$ cat config.mk
export PLATFORM = sky130hd
export DESIGN_NAME = ept_execute_phase_timing
export DESIGN_NICKNAME = d
export VERILOG_FILES = /design/src/rtl/ept_pkg.sv /design/src/rtl/ept_execute_phase_timing.sv
export SDC_FILE = /design/constraint.sdc
export NUM_CORES = 1
export LEC_CHECK = 0
export BUFFER_PORTS_ARGS = -buffer_cell sky130_fd_sc_hd__buf_2
export CELL_PAD_IN_SITES_DETAIL_PLACEMENT = 0
export CELL_PAD_IN_SITES_GLOBAL_PLACEMENT = 1
export CORE_MARGIN = 5
export CORE_UTILIZATION = 40
export CTS_BUF_LIST = sky130_fd_sc_hd__clkbuf_8
export CTS_CLUSTER_DIAMETER = 40
export DETAILED_ROUTE_END_ITERATION = 6
export PLACE_DENSITY = 0.76
export SLEW_MARGIN = 25
export SYNTH_ARGS = -nofsm -noshare
export SYNTH_HDL_FRONTEND = slang
export SYNTH_SLANG_ARGS = --single-unit
$ cat constraint.sdc
create_clock -name clock -period 2.8 [get_ports clock]
set_clock_uncertainty 0.15 [all_clocks]
set_input_delay 0.56 -clock clock [delete_from_list [all_inputs] [get_ports clock]]
set_output_delay 0.56 -clock clock [all_outputs]
set_load 0.02 [all_outputs]
$ cat src/rtl/ept_pkg.sv
// package: execute phase timing constants and carrier types
package ept_pkg;
   localparam int unsigned DATA_W      = 32;
   localparam int unsigned REG_ADDR_W  = 5;
   localparam int unsigned MEM_ADDR_W  = 32;
   localparam int unsigned FP_STAT_W   = 8;
   localparam int unsigned PHASE_W     = 3;
   // execute phases, counted from phase one
   localparam logic [2:0] PH_ONE   = 3'h1;
   localparam logic [2:0] PH_TWO   = 3'h2;
   localparam logic [2:0] PH_THREE = 3'h3;
   localparam logic [2:0] PH_FOUR  = 3'h4;
   localparam logic [2:0] PH_FIVE  = 3'h5;
   localparam logic [2:0] PH_IDLE  = 3'h0;
   // branch target: fetch/decode phases from generate to first execute
   localparam logic [2:0] BRANCH_DELAY_SLOTS = 3'h5;
   localparam logic [31:0] WORD_RESET = 32'h0000_0000;

   typedef enum logic [2:0] {
      EPT_SINGLE,
      EPT_MULTIPLY,
      EPT_STORE,
      EPT_LOAD,
      EPT_BRANCH,
      EPT_DOUBLE_TWO,
      EPT_FLOAT_FOUR
   } ept_class_t;

   typedef enum logic [1:0] {
      EPT_UNIT_LOGICAL,
      EPT_UNIT_SHIFT,
      EPT_UNIT_MULTIPLY,
      EPT_UNIT_DATA
   } ept_unit_t;

   // one issued instruction entering execute phase one
   typedef struct packed {
      logic                  valid;
      ept_class_t            iclass;
      ept_unit_t             unit;
      logic                  side_b;
      logic [REG_ADDR_W-1:0] dst;
      logic [REG_ADDR_W-1:0] base_register;
      logic [DATA_W-1:0]     first_source_port;
      logic [DATA_W-1:0]     second_source_port;
      logic [DATA_W-1:0]     result_low;
      logic [DATA_W-1:0]     result_high;
      logic [DATA_W-1:0]     base_next;
      logic [MEM_ADDR_W-1:0] mem_addr;
      logic [FP_STAT_W-1:0]  fp_status;
   } ept_issue_t;

   // register file write port
   typedef struct packed {
      logic                  valid;
      logic [REG_ADDR_W-1:0] addr;
      logic [DATA_W-1:0]     data;
   } ept_reg_wr_t;

   // data memory request
   typedef struct packed {
      logic                  valid;
      logic                  write;
      logic [MEM_ADDR_W-1:0] addr;
      logic [DATA_W-1:0]     data;
   } ept_mem_req_t;
endpackage : ept_pkg

$ cat src/rtl/ept_execute_phase_timing.sv
// module: execute phase scheduler for each instruction class
`timescale 1ns/1ps
`default_nettype none
// Operation
// - single-cycle ops read, compute and write their result in phase one with no delay slot.
// - a 16x16 multiply starts in phase one on the multiply unit and writes its result in phase two.
// - a store computes its address in phase one, sends address and data in phase two, memory writes in phase three.
// - a store writes its updated base register in phase one and counts as zero delay slots.
// - a load one cycle ahead of a store to the same word returns the old contents.
// - a store one cycle ahead of a load to the same word makes the load return the new value.
// - a load and store issued together read the old value first then write the new one in the same phase.
// - a load modifies its pointer, sends address, reads memory, takes data in, and writes its destination over five phases.
// - load data is seen after four delay slots while the pointer update is seen at once.
// - since store writes and load reads both sit in phase three, a later load sees the stored value.
// - a branch reads its target in one phase on the second shift unit and the target runs after five delay slots.
// - when a branch is in phase one its target packet is in program address generate that same cycle.
// - two-cycle double ops on a shift unit read both halves in phase one and write low then high halves.
// - two-cycle double ops write the auxiliary floating status in phase one.
// - four-cycle float ops on multiply or logical unit read in phase one and write in phase four.
// - four-cycle float ops write multiply or adder floating status by unit in phase four.
module ept_execute_phase_timing (
   input  wire logic                 clock,
   input  wire logic                 rst_b,
   input  wire ept_pkg::ept_issue_t  issue,
   input  wire logic [31:0]          mem_rd_data,
   output logic                      issue_ok,
   output ept_pkg::ept_reg_wr_t      reg_wr_a,
   output ept_pkg::ept_reg_wr_t      reg_wr_b,
   output ept_pkg::ept_mem_req_t     mem_req,
   output logic                      mem_rd_strobe,
   output logic [31:0]               mem_rd_addr,
   output logic                      fetch_redirect,
   output logic [31:0]               fetch_target,
   output logic [7:0]                fp_aux_status_reg,
   output logic [7:0]                fp_multiply_status_reg,
   output logic [7:0]                fp_adder_status_reg
);
   localparam int unsigned NSLOT = 5;

   ept_pkg::ept_issue_t slot_reg  [NSLOT];
   logic [2:0]          phase_reg [NSLOT];

   // phase-one register writes of the issue and later-phase writes from the slots
   ept_pkg::ept_reg_wr_t e1_wr_next;
   ept_pkg::ept_reg_wr_t late_wr_next;

   // load data held from the edge ending phase four
   logic [31:0]          load_data_reg;

   function automatic logic at_phase(input ept_pkg::ept_issue_t s, input logic [2:0] ph,
                                     input ept_pkg::ept_class_t c, input logic [2:0] want);
      at_phase = s.valid && (s.iclass == c) && (ph == want);
   endfunction : at_phase

   // shared pipeline slots for all classes: slot k holds the instruction in phase k+2
   genvar g;
   generate
      for (g = 0; g < NSLOT; g++)
      begin : g_slot
         if (g == 0)
         begin : g_head
            // head slot takes the issue as it leaves phase one
            always_ff @(posedge clock or negedge rst_b)
            begin
               if (!rst_b)
               begin
                  slot_reg[g]  <= '0;
                  phase_reg[g] <= ept_pkg::PH_IDLE;
               end
               else
               begin
                  slot_reg[g]  <= issue;
                  phase_reg[g] <= issue.valid ? ept_pkg::PH_TWO : ept_pkg::PH_IDLE;
               end
            end
         end
         else
         begin : g_tail
            // later slots advance one phase per cycle
            always_ff @(posedge clock or negedge rst_b)
            begin
               if (!rst_b)
               begin
                  slot_reg[g]  <= '0;
                  phase_reg[g] <= ept_pkg::PH_IDLE;
               end
               else
               begin
                  slot_reg[g]  <= slot_reg[g-1];
                  phase_reg[g] <= (phase_reg[g-1] == ept_pkg::PH_IDLE) ? ept_pkg::PH_IDLE
                                  : 3'(phase_reg[g-1] + 3'h1);
               end
            end
         end
      end
   endgenerate

   always_comb
   begin
      e1_wr_next = '0;
      if (issue.valid)
      begin
         case (issue.iclass)
            ept_pkg::EPT_SINGLE:
               e1_wr_next = '{1'b1, issue.dst, issue.result_low};
            ept_pkg::EPT_STORE,
            ept_pkg::EPT_LOAD:
               e1_wr_next = '{1'b1, issue.base_register, issue.base_next};
            ept_pkg::EPT_DOUBLE_TWO:
               e1_wr_next = '{1'b1, issue.dst, issue.result_low};
            default:
               e1_wr_next = '0;
         endcase
      end
   end

   // later-phase destination writes; on a same-cycle collision multiply wins, then double high half, then float, then load
   always_comb
   begin
      late_wr_next = '0;
      if (at_phase(slot_reg[0], phase_reg[0], ept_pkg::EPT_MULTIPLY, ept_pkg::PH_TWO))
         late_wr_next = '{1'b1, slot_reg[0].dst, slot_reg[0].result_low};
      else if (at_phase(slot_reg[0], phase_reg[0], ept_pkg::EPT_DOUBLE_TWO, ept_pkg::PH_TWO))
         late_wr_next = '{1'b1, slot_reg[0].dst + 5'h1, slot_reg[0].result_high};
      else if (at_phase(slot_reg[2], phase_reg[2], ept_pkg::EPT_FLOAT_FOUR, ept_pkg::PH_FOUR))
         late_wr_next = '{1'b1, slot_reg[2].dst, slot_reg[2].result_low};
      else if (at_phase(slot_reg[3], phase_reg[3], ept_pkg::EPT_LOAD, ept_pkg::PH_FIVE))
         late_wr_next = '{1'b1, slot_reg[3].dst, load_data_reg};
   end

   // phase four: data arrives at the core boundary, one cycle after the read strobe
   always_ff @(posedge clock or negedge rst_b)
   begin
      if (!rst_b)
      begin
         load_data_reg <= ept_pkg::WORD_RESET;
      end
      else if (at_phase(slot_reg[2], phase_reg[2], ept_pkg::EPT_LOAD, ept_pkg::PH_FOUR))
      begin
         load_data_reg <= mem_rd_data;
      end
   end

   always_ff @(posedge clock or negedge rst_b)
   begin
      if (!rst_b)
      begin
         reg_wr_a <= '0;
         reg_wr_b <= '0;
      end
      else
      begin
         reg_wr_a <= e1_wr_next;
         reg_wr_b <= late_wr_next;
      end
   end

   // memory side: phase two sends, phase three accesses; reads ordered ahead of writes
   always_ff @(posedge clock or negedge rst_b)
   begin
      if (!rst_b)
      begin
         mem_req       <= '0;
         mem_rd_strobe <= 1'b0;
         mem_rd_addr   <= ept_pkg::WORD_RESET;
      end
      else
      begin
         mem_req       <= '0;
         mem_rd_strobe <= 1'b0;
         if (at_phase(slot_reg[0], phase_reg[0], ept_pkg::EPT_STORE, ept_pkg::PH_TWO))
            mem_req <= '{1'b1, 1'b1, slot_reg[0].mem_addr, slot_reg[0].first_source_port};
         if (at_phase(slot_reg[0], phase_reg[0], ept_pkg::EPT_LOAD, ept_pkg::PH_TWO))
         begin
            // controller samples read before write within the same phase
            mem_rd_strobe <= 1'b1;
            mem_rd_addr   <= slot_reg[0].mem_addr;
         end
      end
   end

   // branch: target read in phase one, fetch redirected at once
   always_ff @(posedge clock or negedge rst_b)
   begin
      if (!rst_b)
      begin
         fetch_redirect <= 1'b0;
         fetch_target   <= ept_pkg::WORD_RESET;
      end
      else
      begin
         fetch_redirect <= issue.valid && issue.iclass == ept_pkg::EPT_BRANCH
                           && issue.unit == ept_pkg::EPT_UNIT_SHIFT && issue.side_b;
         fetch_target   <= issue.second_source_port;
      end
   end

   // floating status registers
   always_ff @(posedge clock or negedge rst_b)
   begin
      if (!rst_b)
      begin
         fp_aux_status_reg      <= '0;
         fp_multiply_status_reg <= '0;
         fp_adder_status_reg    <= '0;
      end
      else
      begin
         if (issue.valid && issue.iclass == ept_pkg::EPT_DOUBLE_TWO)
            fp_aux_status_reg <= fp_aux_status_reg | issue.fp_status;
         if (at_phase(slot_reg[2], phase_reg[2], ept_pkg::EPT_FLOAT_FOUR, ept_pkg::PH_FOUR))
         begin
            if (slot_reg[2].unit == ept_pkg::EPT_UNIT_MULTIPLY)
               fp_multiply_status_reg <= fp_multiply_status_reg | slot_reg[2].fp_status;
            else
               fp_adder_status_reg <= fp_adder_status_reg | slot_reg[2].fp_status;
         end
      end
   end

   // unit legality check for the issue
   always_ff @(posedge clock or negedge rst_b)
   begin
      if (!rst_b)
         issue_ok <= 1'b0;
      else
      begin
         case (issue.iclass)
            ept_pkg::EPT_MULTIPLY:
            begin
               issue_ok <= issue.unit == ept_pkg::EPT_UNIT_MULTIPLY;
            end
            ept_pkg::EPT_STORE,
            ept_pkg::EPT_LOAD:
            begin
               issue_ok <= issue.unit == ept_pkg::EPT_UNIT_DATA;
            end
            ept_pkg::EPT_BRANCH:
            begin
               issue_ok <= issue.unit == ept_pkg::EPT_UNIT_SHIFT && issue.side_b;
            end
            ept_pkg::EPT_DOUBLE_TWO:
            begin
               issue_ok <= issue.unit == ept_pkg::EPT_UNIT_SHIFT;
            end
            ept_pkg::EPT_FLOAT_FOUR:
            begin
               issue_ok <= issue.unit == ept_pkg::EPT_UNIT_MULTIPLY
                           || issue.unit == ept_pkg::EPT_UNIT_LOGICAL;
            end
            default:
            begin
               // single-cycle ops may run on any unit
               issue_ok <= 1'b1;
            end
         endcase
      end
   end
endmodule : ept_execute_phase_timing
`default_nettype wire

# [Word-level counts from Yosys, hierarchy flattened]
# Index checks and enable logic that the tools add are counted.
# Widths: inputs -> output; s select.
[word_totals] register_bits=534 in_bits=251 output_inout_bits=233
[classes] addsub=4 eq_ne=20 n_mux=13 bitwise=4 reduce_logical=29
[op_table] op="$mux 38" n=5
[op_table] op="$pmux 38 s2" n=1
[op_table] op="$mux 66" n=1
[op_table] op="$or 8x8->8" n=3
[op_table] op="$eq 3x3->1 const B" n=7
[op_table] op="$logic_and 1x1->1" n=19
[op_table] op="$eq 3x2->1 const B" n=6
[op_table] op="$logic_not 3->1" n=4
[op_table] op="$mux 3" n=3
[op_table] op="$eq 2x2->1 const B" n=4
[op_table] op="$add 3x1->3 const B" n=2
[op_table] op="$eq 3x1->1 const B" n=2
[op_table] op="$add 5x1->5 const B" n=1
[op_table] op="$pmux 1 s5" n=1
[op_table] op="$reduce_and 2->1" n=2
[op_table] op="$reduce_or 2->1" n=2
[op_table] op="$add 2x1->3 const B" n=1
[op_table] op="$eq 2x1->1 const B" n=1
[op_table] op="$logic_not 2->1" n=1
[op_table] op="$mux 2" n=1
[op_table] op="$logic_or 1x1->1" n=1
[op_table] op="$mux 1" n=1
[op_table] op="$not 1->1" n=1

# [Longest topological paths before layout]
# Gate-level depths: netlist of the first run.
[logic_depth] depth_word=7 mapped_depth=6 mapped_depth_nobuf=4

# [Least setup slack after synthesis of the first run]
# Ideal clock, no wire load.
[synth_path] path_type="input to register" from="input issue[215] (netlist name)" to="register reg_wr_a[10] (netlist name)" setup_time_ns=0.122 arrival_time_ns=1.355 required_time_ns=2.528 setup_slack_ns=1.173 stages=6 n_path_buf=3 path_cell_list="buf_2 > xnor2_1 > buf_4 > buf_6 > a32oi_1 > nor2b_1"
[synth_rtl] element="start, declared" line="ept_execute_phase_timing.sv:24" source="input wire ept_pkg::ept_issue_t issue,"
[synth_rtl] element="end signal, assigned" line="ept_execute_phase_timing.sv:153" source="reg_wr_a <= e1_wr_next;"
[synth_rtl] element="end, declared" line="ept_execute_phase_timing.sv:27" source="output ept_pkg::ept_reg_wr_t reg_wr_a,"

==> results of run 1 <==
==> routing by layer <==
metal / wire length, um / track usage
met1: 18160 / 0.2497
met2: 24190 / 0.3562
met3: 4087 / 0.08266
met4: 1514 / 0.07982
met5: 41 / 0
==> placed cells by master, fill, tap and decap left out, drive strengths merged, types with 2 or more instances in the layout <==
cell type    synthesis  final
nor2b               40     40
clkbuf              22    118
a22oi               37     37
dfrtp              524    524
xnor2                2      2
nor4                 2      2
xor2                 3      3
a21o                24     24
clkinv               0     16
dlygate4sd3          0    250
bufinv               0      3
a21oi               39     39
mux2i               33     33
and2                64     64
and4b                3      3
diode                0      9
mux2                64     64
clkinvlp             0      5
nand2                3      3
inv                  3     24
nand4b               3      3
buf                 41    510
nand2b               3      3
a32oi               37     37
nand4               39     39
==> cell type report <==
type	instances	share of cell area
Sequential cell	524	0.5420
Timing Repair Buffer	760	0.2157
Multi-Input combinational cell	408	0.1326
Clock buffer	118	0.06712
Tap cell	532	0.02751
Clock inverter	45	0.01360
Antenna cell	9	0.0009308
Inverter	3	0.0004654
==> cell families (layout without fill, tap and decap cells) <==
| group | after synthesis | count (layout) | share of synthesized area |
|---|---|---|---|
| fa+ha+maj | 1 | 1 | 0.0007525 |
| flops | 524 | 524 | 0.7887 |
| compound gates | 139 | 139 | 0.05991 |
| other cells | 0 | 9 | 0 |
| xor+xnor | 5 | 5 | 0.002635 |
| mux | 97 | 97 | 0.06322 |
| simple gates | 166 | 166 | 0.06427 |
| buf+inv | 66 | 926 | 0.02047 |
==> cell usage after synthesis, drive strengths merged <==
library cell / count / area, um^2
dfrtp: 524 / 13110
and2: 64 / 400.4
mux2: 64 / 720.7
buf: 41 / 245.2
nor2b: 40 / 250.2
a21oi: 39 / 195.2
nand4: 39 / 244.0
a22oi: 37 / 277.8
a32oi: 37 / 324.1
mux2i: 33 / 330.3
a21o: 24 / 180.2
clkbuf: 22 / 83.83
and4b: 3 / 30.03
inv: 3 / 11.26
nand2: 3 / 11.26
nand2b: 3 / 18.77
nand4b: 3 / 26.28
xor2: 3 / 26.28
nor4: 2 / 12.51
xnor2: 2 / 17.52
a211o: 1 / 8.760
and3: 1 / 6.260
and3b: 1 / 8.760
and4: 1 / 8.760
and4bb: 1 / 12.51
ha: 1 / 12.51
nand3: 1 / 5.000
nand3b: 1 / 7.510
nor3: 1 / 5.000
nor3b: 1 / 12.51
nor4b: 1 / 8.760
o311a: 1 / 10.01
==> worst min-delay path by stage <==
stage	start	to	slack [ns]
3_3_place_gp	slot_reg[756]	slot_reg[539]	0.18
6_report	slot_reg[782]	slot_reg[565]	0.18
4_1_cts	slot_reg[782]	slot_reg[565]	0.19
2_1_floorplan	rst_b	fetch_redirect	0.11
3_5_place_dp	slot_reg[759]	slot_reg[542]	0.18
5_1_grt	slot_reg[782]	slot_reg[565]	0.20
==> repair_timing <==
item                                   4_1_cts  5_1_grt
endpoints found under the hold margin      303        0
hold buffers                               250        0
buffers inserted                             0        0
resized for setup                            0        0
==> power breakdown <==
group          total, mW  internal, mW  switching (mW)  leakage [nW]
combinational       1.93         0.868            1.06          4.56
sequential          8.40          8.14           0.262          6.39
clock               7.22          4.10            3.12          1.06
==> metrics by stage <==
step                      std cells  utilization  total power [mW]  instance area [um^2]
after floorplan                 998            -             9.278                 16620
after global placement         1977       0.4804             10.12                 19710
after detailed placement       1977       0.4807             10.17                 19720
after CTS                      2390       0.5893             17.75                 24170
after global routing           2395       0.5897             18.37                 24190
final                          2399       0.5899             17.55                 24200
==> impl_results.md, run 1 <==
* Outcome: completed
* Synthesized area per cell at 16.66 um^2
* Worst Setup End Kind: flop
* CP Launch Point: issue[215]
* RR Endpoint: fp_adder_status_reg[7]
* Pwr Density at 725.5 nW/um^2
* Final Cycle Share at 0.7691
* Max_cap viols at 0
* Max FFs per register at 255
* Skew-Pair Late Insertion Delay at 0.65 ns
* Largest net degree at the start of global routing at 86
* Slowest stage delay, CP at 0.64 ns
* Fill cell count at 3128
* FF+latch count, synth at about 520
* Initial antenna violation count at 12
* Minimum clock period at 2.153 ns
* Die Ht at 213.9 um
* CTS root buffer: clkbuf_8
* Final nets at 2039
* Routed wire length at 48.00 mm
* RSZ-0062 raised after global routing: false
* Post-route DRC at 0
* Core area at 41020 um^2
* Post-synthesis instance total at 998
* Vias in the first global route at between 10000 and 15000
* Initial Util at 0.4053
* Clk pin slew, worst setup/hold paths at 0.06 ns
* Yosys Warn Count at 0
* Yosys cell types at 35
* Reg2reg path depth at 3
* Register area at 13110 um^2
* Total GRT Usage at 0.2126
* Worst reg2reg startpoint: slot_reg[647]
* Initial DRC Count at 624
* WP buf/inv at 3
* Fin. max-slew vios at 0
* R2r setup slk at 0.77 ns
* H-tree levels at 3
* Arrival @ worst endpoint at 2.57 ns
* Multi-input logic area at 3209 um^2
* Post-Syn Area at 16620 um^2
* Die area at 45740 um^2
* Least-Margin Pin Slew at between 0.8 and 0.9 ns
* Total grt overflow at 0
* Fin. Hold Viols at 0
* CP max stage cell: xnor2_4
* Min-delay worst type: reg -> reg
* CTS Sinks at approximately 520
* Row count at 74
* Hold_ws at around 0.18 ns
* Leakage power at 12.01 nW
* Worst setup SP type: input port
* Hold Crit Depth at 0
* Global-route wire length before repair at 74.46 mm
* Slew HR at 0.4305
* CP Class: in -> reg
* CTS tree: done
* Crit-path max FO at 20
* Post-DRT Antenna Nets at 0
* Routed length per placed instance at 20.01 um
* Levels on crit path at 6
* Area Overhead vs Synth at 45.54%
* Clock Path Buffers at 3
* IO Port Bufs at 483
* GP Congestion at about 0.81
* Endpoints failing setup at 0
* CP cell instances: dlygate4sd3_1 > buf_2 > xnor2_4 > buf_12 > a32oi_1 > nor2b_1
* Final worst slack at 0.6466 ns
* Vias at 11290
* Sequential fraction of the synthesis area at 0.7887
* Maximum VDD drop at 521.7 uV
* Critical Path End: reg_wr_a[17]
* Io pins at 484
* Fmax at roughly 460 MHz
* Drt first pass iters at 5
* Vias per inst at 4.704
* Num CTS Buffers at 90
* Required @ worst endpoint at 3.22 ns
* CP delay by family, top: buffers and inverters
* Die W at between 200 and 250 um
* Setup slack at placement at 0.6331 ns
* Post-Syn Nets at around 1300
* HPWL after detailed placement at 30.49 mm
* Share of layout cells above drive strength 1 at 0.3940
* Setup TNS at 0 ns
(Power assumes the default switching activity.)
==> run 2, diff against run 1 <==
--- a/config.mk
+++ b/config.mk
@@ -5,6 +5,7 @@
 export SDC_FILE = /design/constraint.sdc
 export NUM_CORES = 1
 export LEC_CHECK = 0
+export ABC_AREA = 1
 export BUFFER_PORTS_ARGS = -buffer_cell sky130_fd_sc_hd__buf_2
 export CELL_PAD_IN_SITES_DETAIL_PLACEMENT = 0
 export CELL_PAD_IN_SITES_GLOBAL_PLACEMENT = 1
@@ -13,7 +14,7 @@
 export CTS_BUF_LIST = sky130_fd_sc_hd__clkbuf_8
 export CTS_CLUSTER_DIAMETER = 40
 export DETAILED_ROUTE_END_ITERATION = 6
-export PLACE_DENSITY = 0.76
+export PLACE_DENSITY = 0.78
 export SLEW_MARGIN = 25
 export SYNTH_ARGS = -nofsm -noshare
 export SYNTH_HDL_FRONTEND = slang
==> constraint.sdc (replaced) <==
create_clock -name clock -period 2.1 [get_ports clock]
set_clock_uncertainty 0.15 [all_clocks]
set_input_delay 0.42 -clock clock [delete_from_list [all_inputs] [get_ports clock]]
set_output_delay 0.42 -clock clock [all_outputs]
set_load 0.02 [all_outputs]
==> run 2 against run 1 <==
Net effect: critical path depth is 5 lower; highest routed layer unchanged; wire length increased by 5.3%; first-iteration DRC count is 35% higher; sequential power increased by 33%; final area is 2.6% higher; sequential cell count is the same; clock power increased by 33%; global-route usage rose by 0.59 points; via count grew 13%.
==> impl_results.md, run 2 <==
* Vias in the first global route at 14340 (+11%)
* Post-route DRC at 0 (unchanged)
* CP delay by family, top: flip-flops
* Register area at 13110 um^2 (about the same)
* Fmax at around 550 MHz
* Routed length per placed instance at 17.88 um (-11%)
* EDFF count, synth at 0 (unchanged)
* CP Class: reg -> out
* Clk pin slew, worst setup/hold paths at 0.06 ns (about the same)
* Crit-path max FO at 2 (-90%)
* Arrival @ worst endpoint at 1.26 ns (-1.31 ns)
* Fin. Hold Viols at 0 (unchanged)
* Most frequent cells in the layout: 524 x dfrtp_1, 482 x buf_2, 342 x nand2_1, 250 x dlygate4sd3_1, 162 x inv_1
* CTS resizes at 0 (unchanged)
* CTS root buffer: clkbuf_8
* Pint at 17.32 mW (+32%)
* CTS Sinks at 524 (unchanged)
* Required @ worst endpoint at 1.53 ns (-1.69 ns)
* Post-synthesis async set-or-reset flop share at 1.000 (unchanged)
* Die Ht at 216.7 um (+1.3%)
* Die W at 216.7 um (+1.3%)
* Worst Setup End Kind: output port
* WP buf/inv at 1 (-2)
* Max_cap viols at 0 (unchanged)
* Min-delay worst type: in -> async
* Pwr Density at 936.0 nW/um^2 (+29%)
* Initial DRC Count at 841 (+35%)
* Placed insts at 2406 (+22%)
* Leakage power at 13.22 nW (+10%)
* Fin. max-slew vios at 0 (unchanged)
* Area leader, netlist: dfrtp_1
* Vias per inst at 4.499 (-4.3%)
* Minimum clock period at 1.827 ns
* Post-synth top cells: 524 x dfrtp_1, 345 x nand2_1, 142 x nor2_1
* Post-synthesis instance total at 1401 (+40%)
* Synthesized area per cell at 12.20 um^2 (-27%)
* Yosys cell types at 27 (-23%)
* Psw at 5.923 mW (+33%)
* CP max stage cell: dfrtp_1
* Post-Syn Area at 17090 um^2 (+2.8%)
* Maximum VDD drop at 732.5 uV (+40%)
* Yosys Warn Count at 0 (unchanged)
* Clock Path Buffers at 3 (unchanged)
* RR Endpoint: reg_wr_b[28]
* Fin cells at 2827 (+18%)
* Area Overhead vs Synth at 45.34%
* Post-DRT Antenna Nets at 0 (unchanged)
* Reg2reg path depth at 8 (+5)
* Fill cell count at 3301 (+5.5%)
* Top-area cell type share of the netlist area at 0.7674 (-0.02131)
* Post-CTS Setup Bufs at 0 (unchanged)
* Endpoints failing setup at 0 (unchanged)
* Post-Syn Nets at 1653 (+32%)
* Least-Margin Pin Slew at 0.5448 ns (-0.3094 ns)
* Drt first pass iters at 5 (unchanged)
* R2r setup slk at 0.36 ns (-0.41 ns)
* Final Cycle Share at 0.8699
* CTS tree: done
* Area contributors post-synth: dfrtp_1 77%, nand2_1 7.6%, nor2_1 3.1%
* Slowest stage delay, CP at 0.38 ns (-0.26 ns)
* Slew HR at 0.6355 (+0.2050)
* CP cell instances: buf_2
* FF+latch count, synth at 524 (unchanged)
* Die area at 46950 um^2 (+2.6%)
* Comb power frac at 0.106 (-0.004)
* Skew-Pair Late Insertion Delay at 0.66 ns (about the same)
* Sequential fraction of the synthesis area at 0.7674 (-0.02131)
* Num CTS Buffers at 92 (+2.2%)
* HPWL after detailed placement at 31.92 mm (+4.7%)
* Multi-input logic area at 3108 um^2 (-3.2%)
* CTS Hold Buffers Added at 250 (unchanged)
* Commonest non-fill, non-tap cell in the layout: dfrtp_1
* Sequential power share at 0.480 (+0.002)
* Most frequent cell after synthesis: dfrtp_1
* Setup TNS at 0 ns (unchanged)
* Worst setup SP type: flop
* Total GRT Usage at 0.2185 (+0.005925)
* Global-route wire length before repair at 79.67 mm (+7.0%)
* Io pins at 484 (unchanged)
* Largest net degree at the start of global routing at 96 (+12%)
* CP Launch Point: mem_req[65]
* Routed wire length at 50.55 mm (+5.3%)
* Switch share at 0.2548 (+0.001390)
* Final nets at 2463 (+21%)
* Core area at 42130 um^2 (+2.7%)
* Row count at 75 (+1.4%)
* Initial antenna violation count at 7 (-5)
* H-tree levels at 3 (unchanged)
* Worst reg2reg startpoint: phase_reg[13]
* Vias at 12720 (+13%)
* Post-synth top flop: dfrtp_1
* RSZ-0062 raised after global routing: false
* Max FFs per register at 255 (unchanged)
* Total grt overflow at 0 (unchanged)
* IO Port Bufs at 483 (unchanged)
* Initial Util at 0.4055 (about the same)
* Outcome: completed
* Clock group share of total power at 0.413 (about the same)
* GP Congestion at 0.7876 (-2.3%)
* Share of layout cells above drive strength 1 at 0.3113 (-0.08268)
## run 2: cell count changes after synthesis, sizes merged, moves of 32 or more
cell,delta
a22oi,-37
a32oi,-37
and2,-64
inv,+140
mux2,-32
mux2i,-33
nand2,+345
nand3,+43
nand4,-36
nor2,+144
nor2b,-40
o21ai,+37
## run 2: logic make-up after synthesis
group / after synthesis / share of synthesized area
compound gates: 102 / 0.03398
fa+ha+maj: 1 / 0.0007322
mux: 32 / 0.02109
buf+inv: 199 / 0.05111
simple gates: 543 / 0.1257
flops: 524 / 0.7674
## run 2: final cells by class
type	instances	share of cell area
antenna	4	0.0004031
clock buffer	114	0.06318
clock inverter	53	0.01507
inverter	143	0.02162
multi-input combinational	678	0.1252
sequential	524	0.5280
tap	539	0.02716
timing repair buffer	772	0.2194
## run 2: power groups by stage
stage	registers, mW	logic, mW	clock network (mW)
2_1_floorplan	11.7	0.567	0
3_3_place_gp	11.3	2.08	0
3_5_place_dp	11.3	2.11	0
4_1_cts	11.2	2.49	9.85
5_1_grt	11.2	2.71	10.4
6_report	11.2	2.47	9.60
## run 2: worst max path at each step
stage,endpoint,slack [ns],cells past startpoint
floorplan,load_data_reg[10],0.69,5
finish,mem_req[65],0.27,1
detailed placement,reg_wr_b[28],0.35,8
CTS,mem_req[65],0.18,1
global placement,reg_wr_a[27],0.39,7
global route,reg_wr_b[25],0.16,8
## run 2: layer usage
| layer | GRT usage | part of all wire |
|---|---|---|
| met1 | 0.2589 | 0.39 |
| met2 | 0.3664 | 0.50 |
| met3 | 0.07661 | 0.083 |
| met4 | 0.08862 | 0.031 |
| met5 | 0 | 0.00075 |
## run 2: stage by stage
| step | instance area, um^2 | power (mW) | hold slack, ns | setup WS (ns) | util |
|---|---|---|---|---|---|
| 2_1_floorplan | 17090 | 12.25 | -0.02559 | 0.6935 | - |
| 3_3_place_gp | 20380 | 13.39 | 0.1652 | 0.3879 | 0.4836 |
| 3_5_place_dp | 20380 | 13.44 | 0.1634 | 0.3500 | 0.4836 |
| 4_1_cts | 24820 | 23.50 | 0.008791 | 0.1829 | 0.5891 |
| 5_1_grt | 24830 | 24.34 | 0.05430 | 0.1631 | 0.5893 |
| 6_report | 24830 | 23.24 | 0.08547 | 0.2733 | 0.5894 |
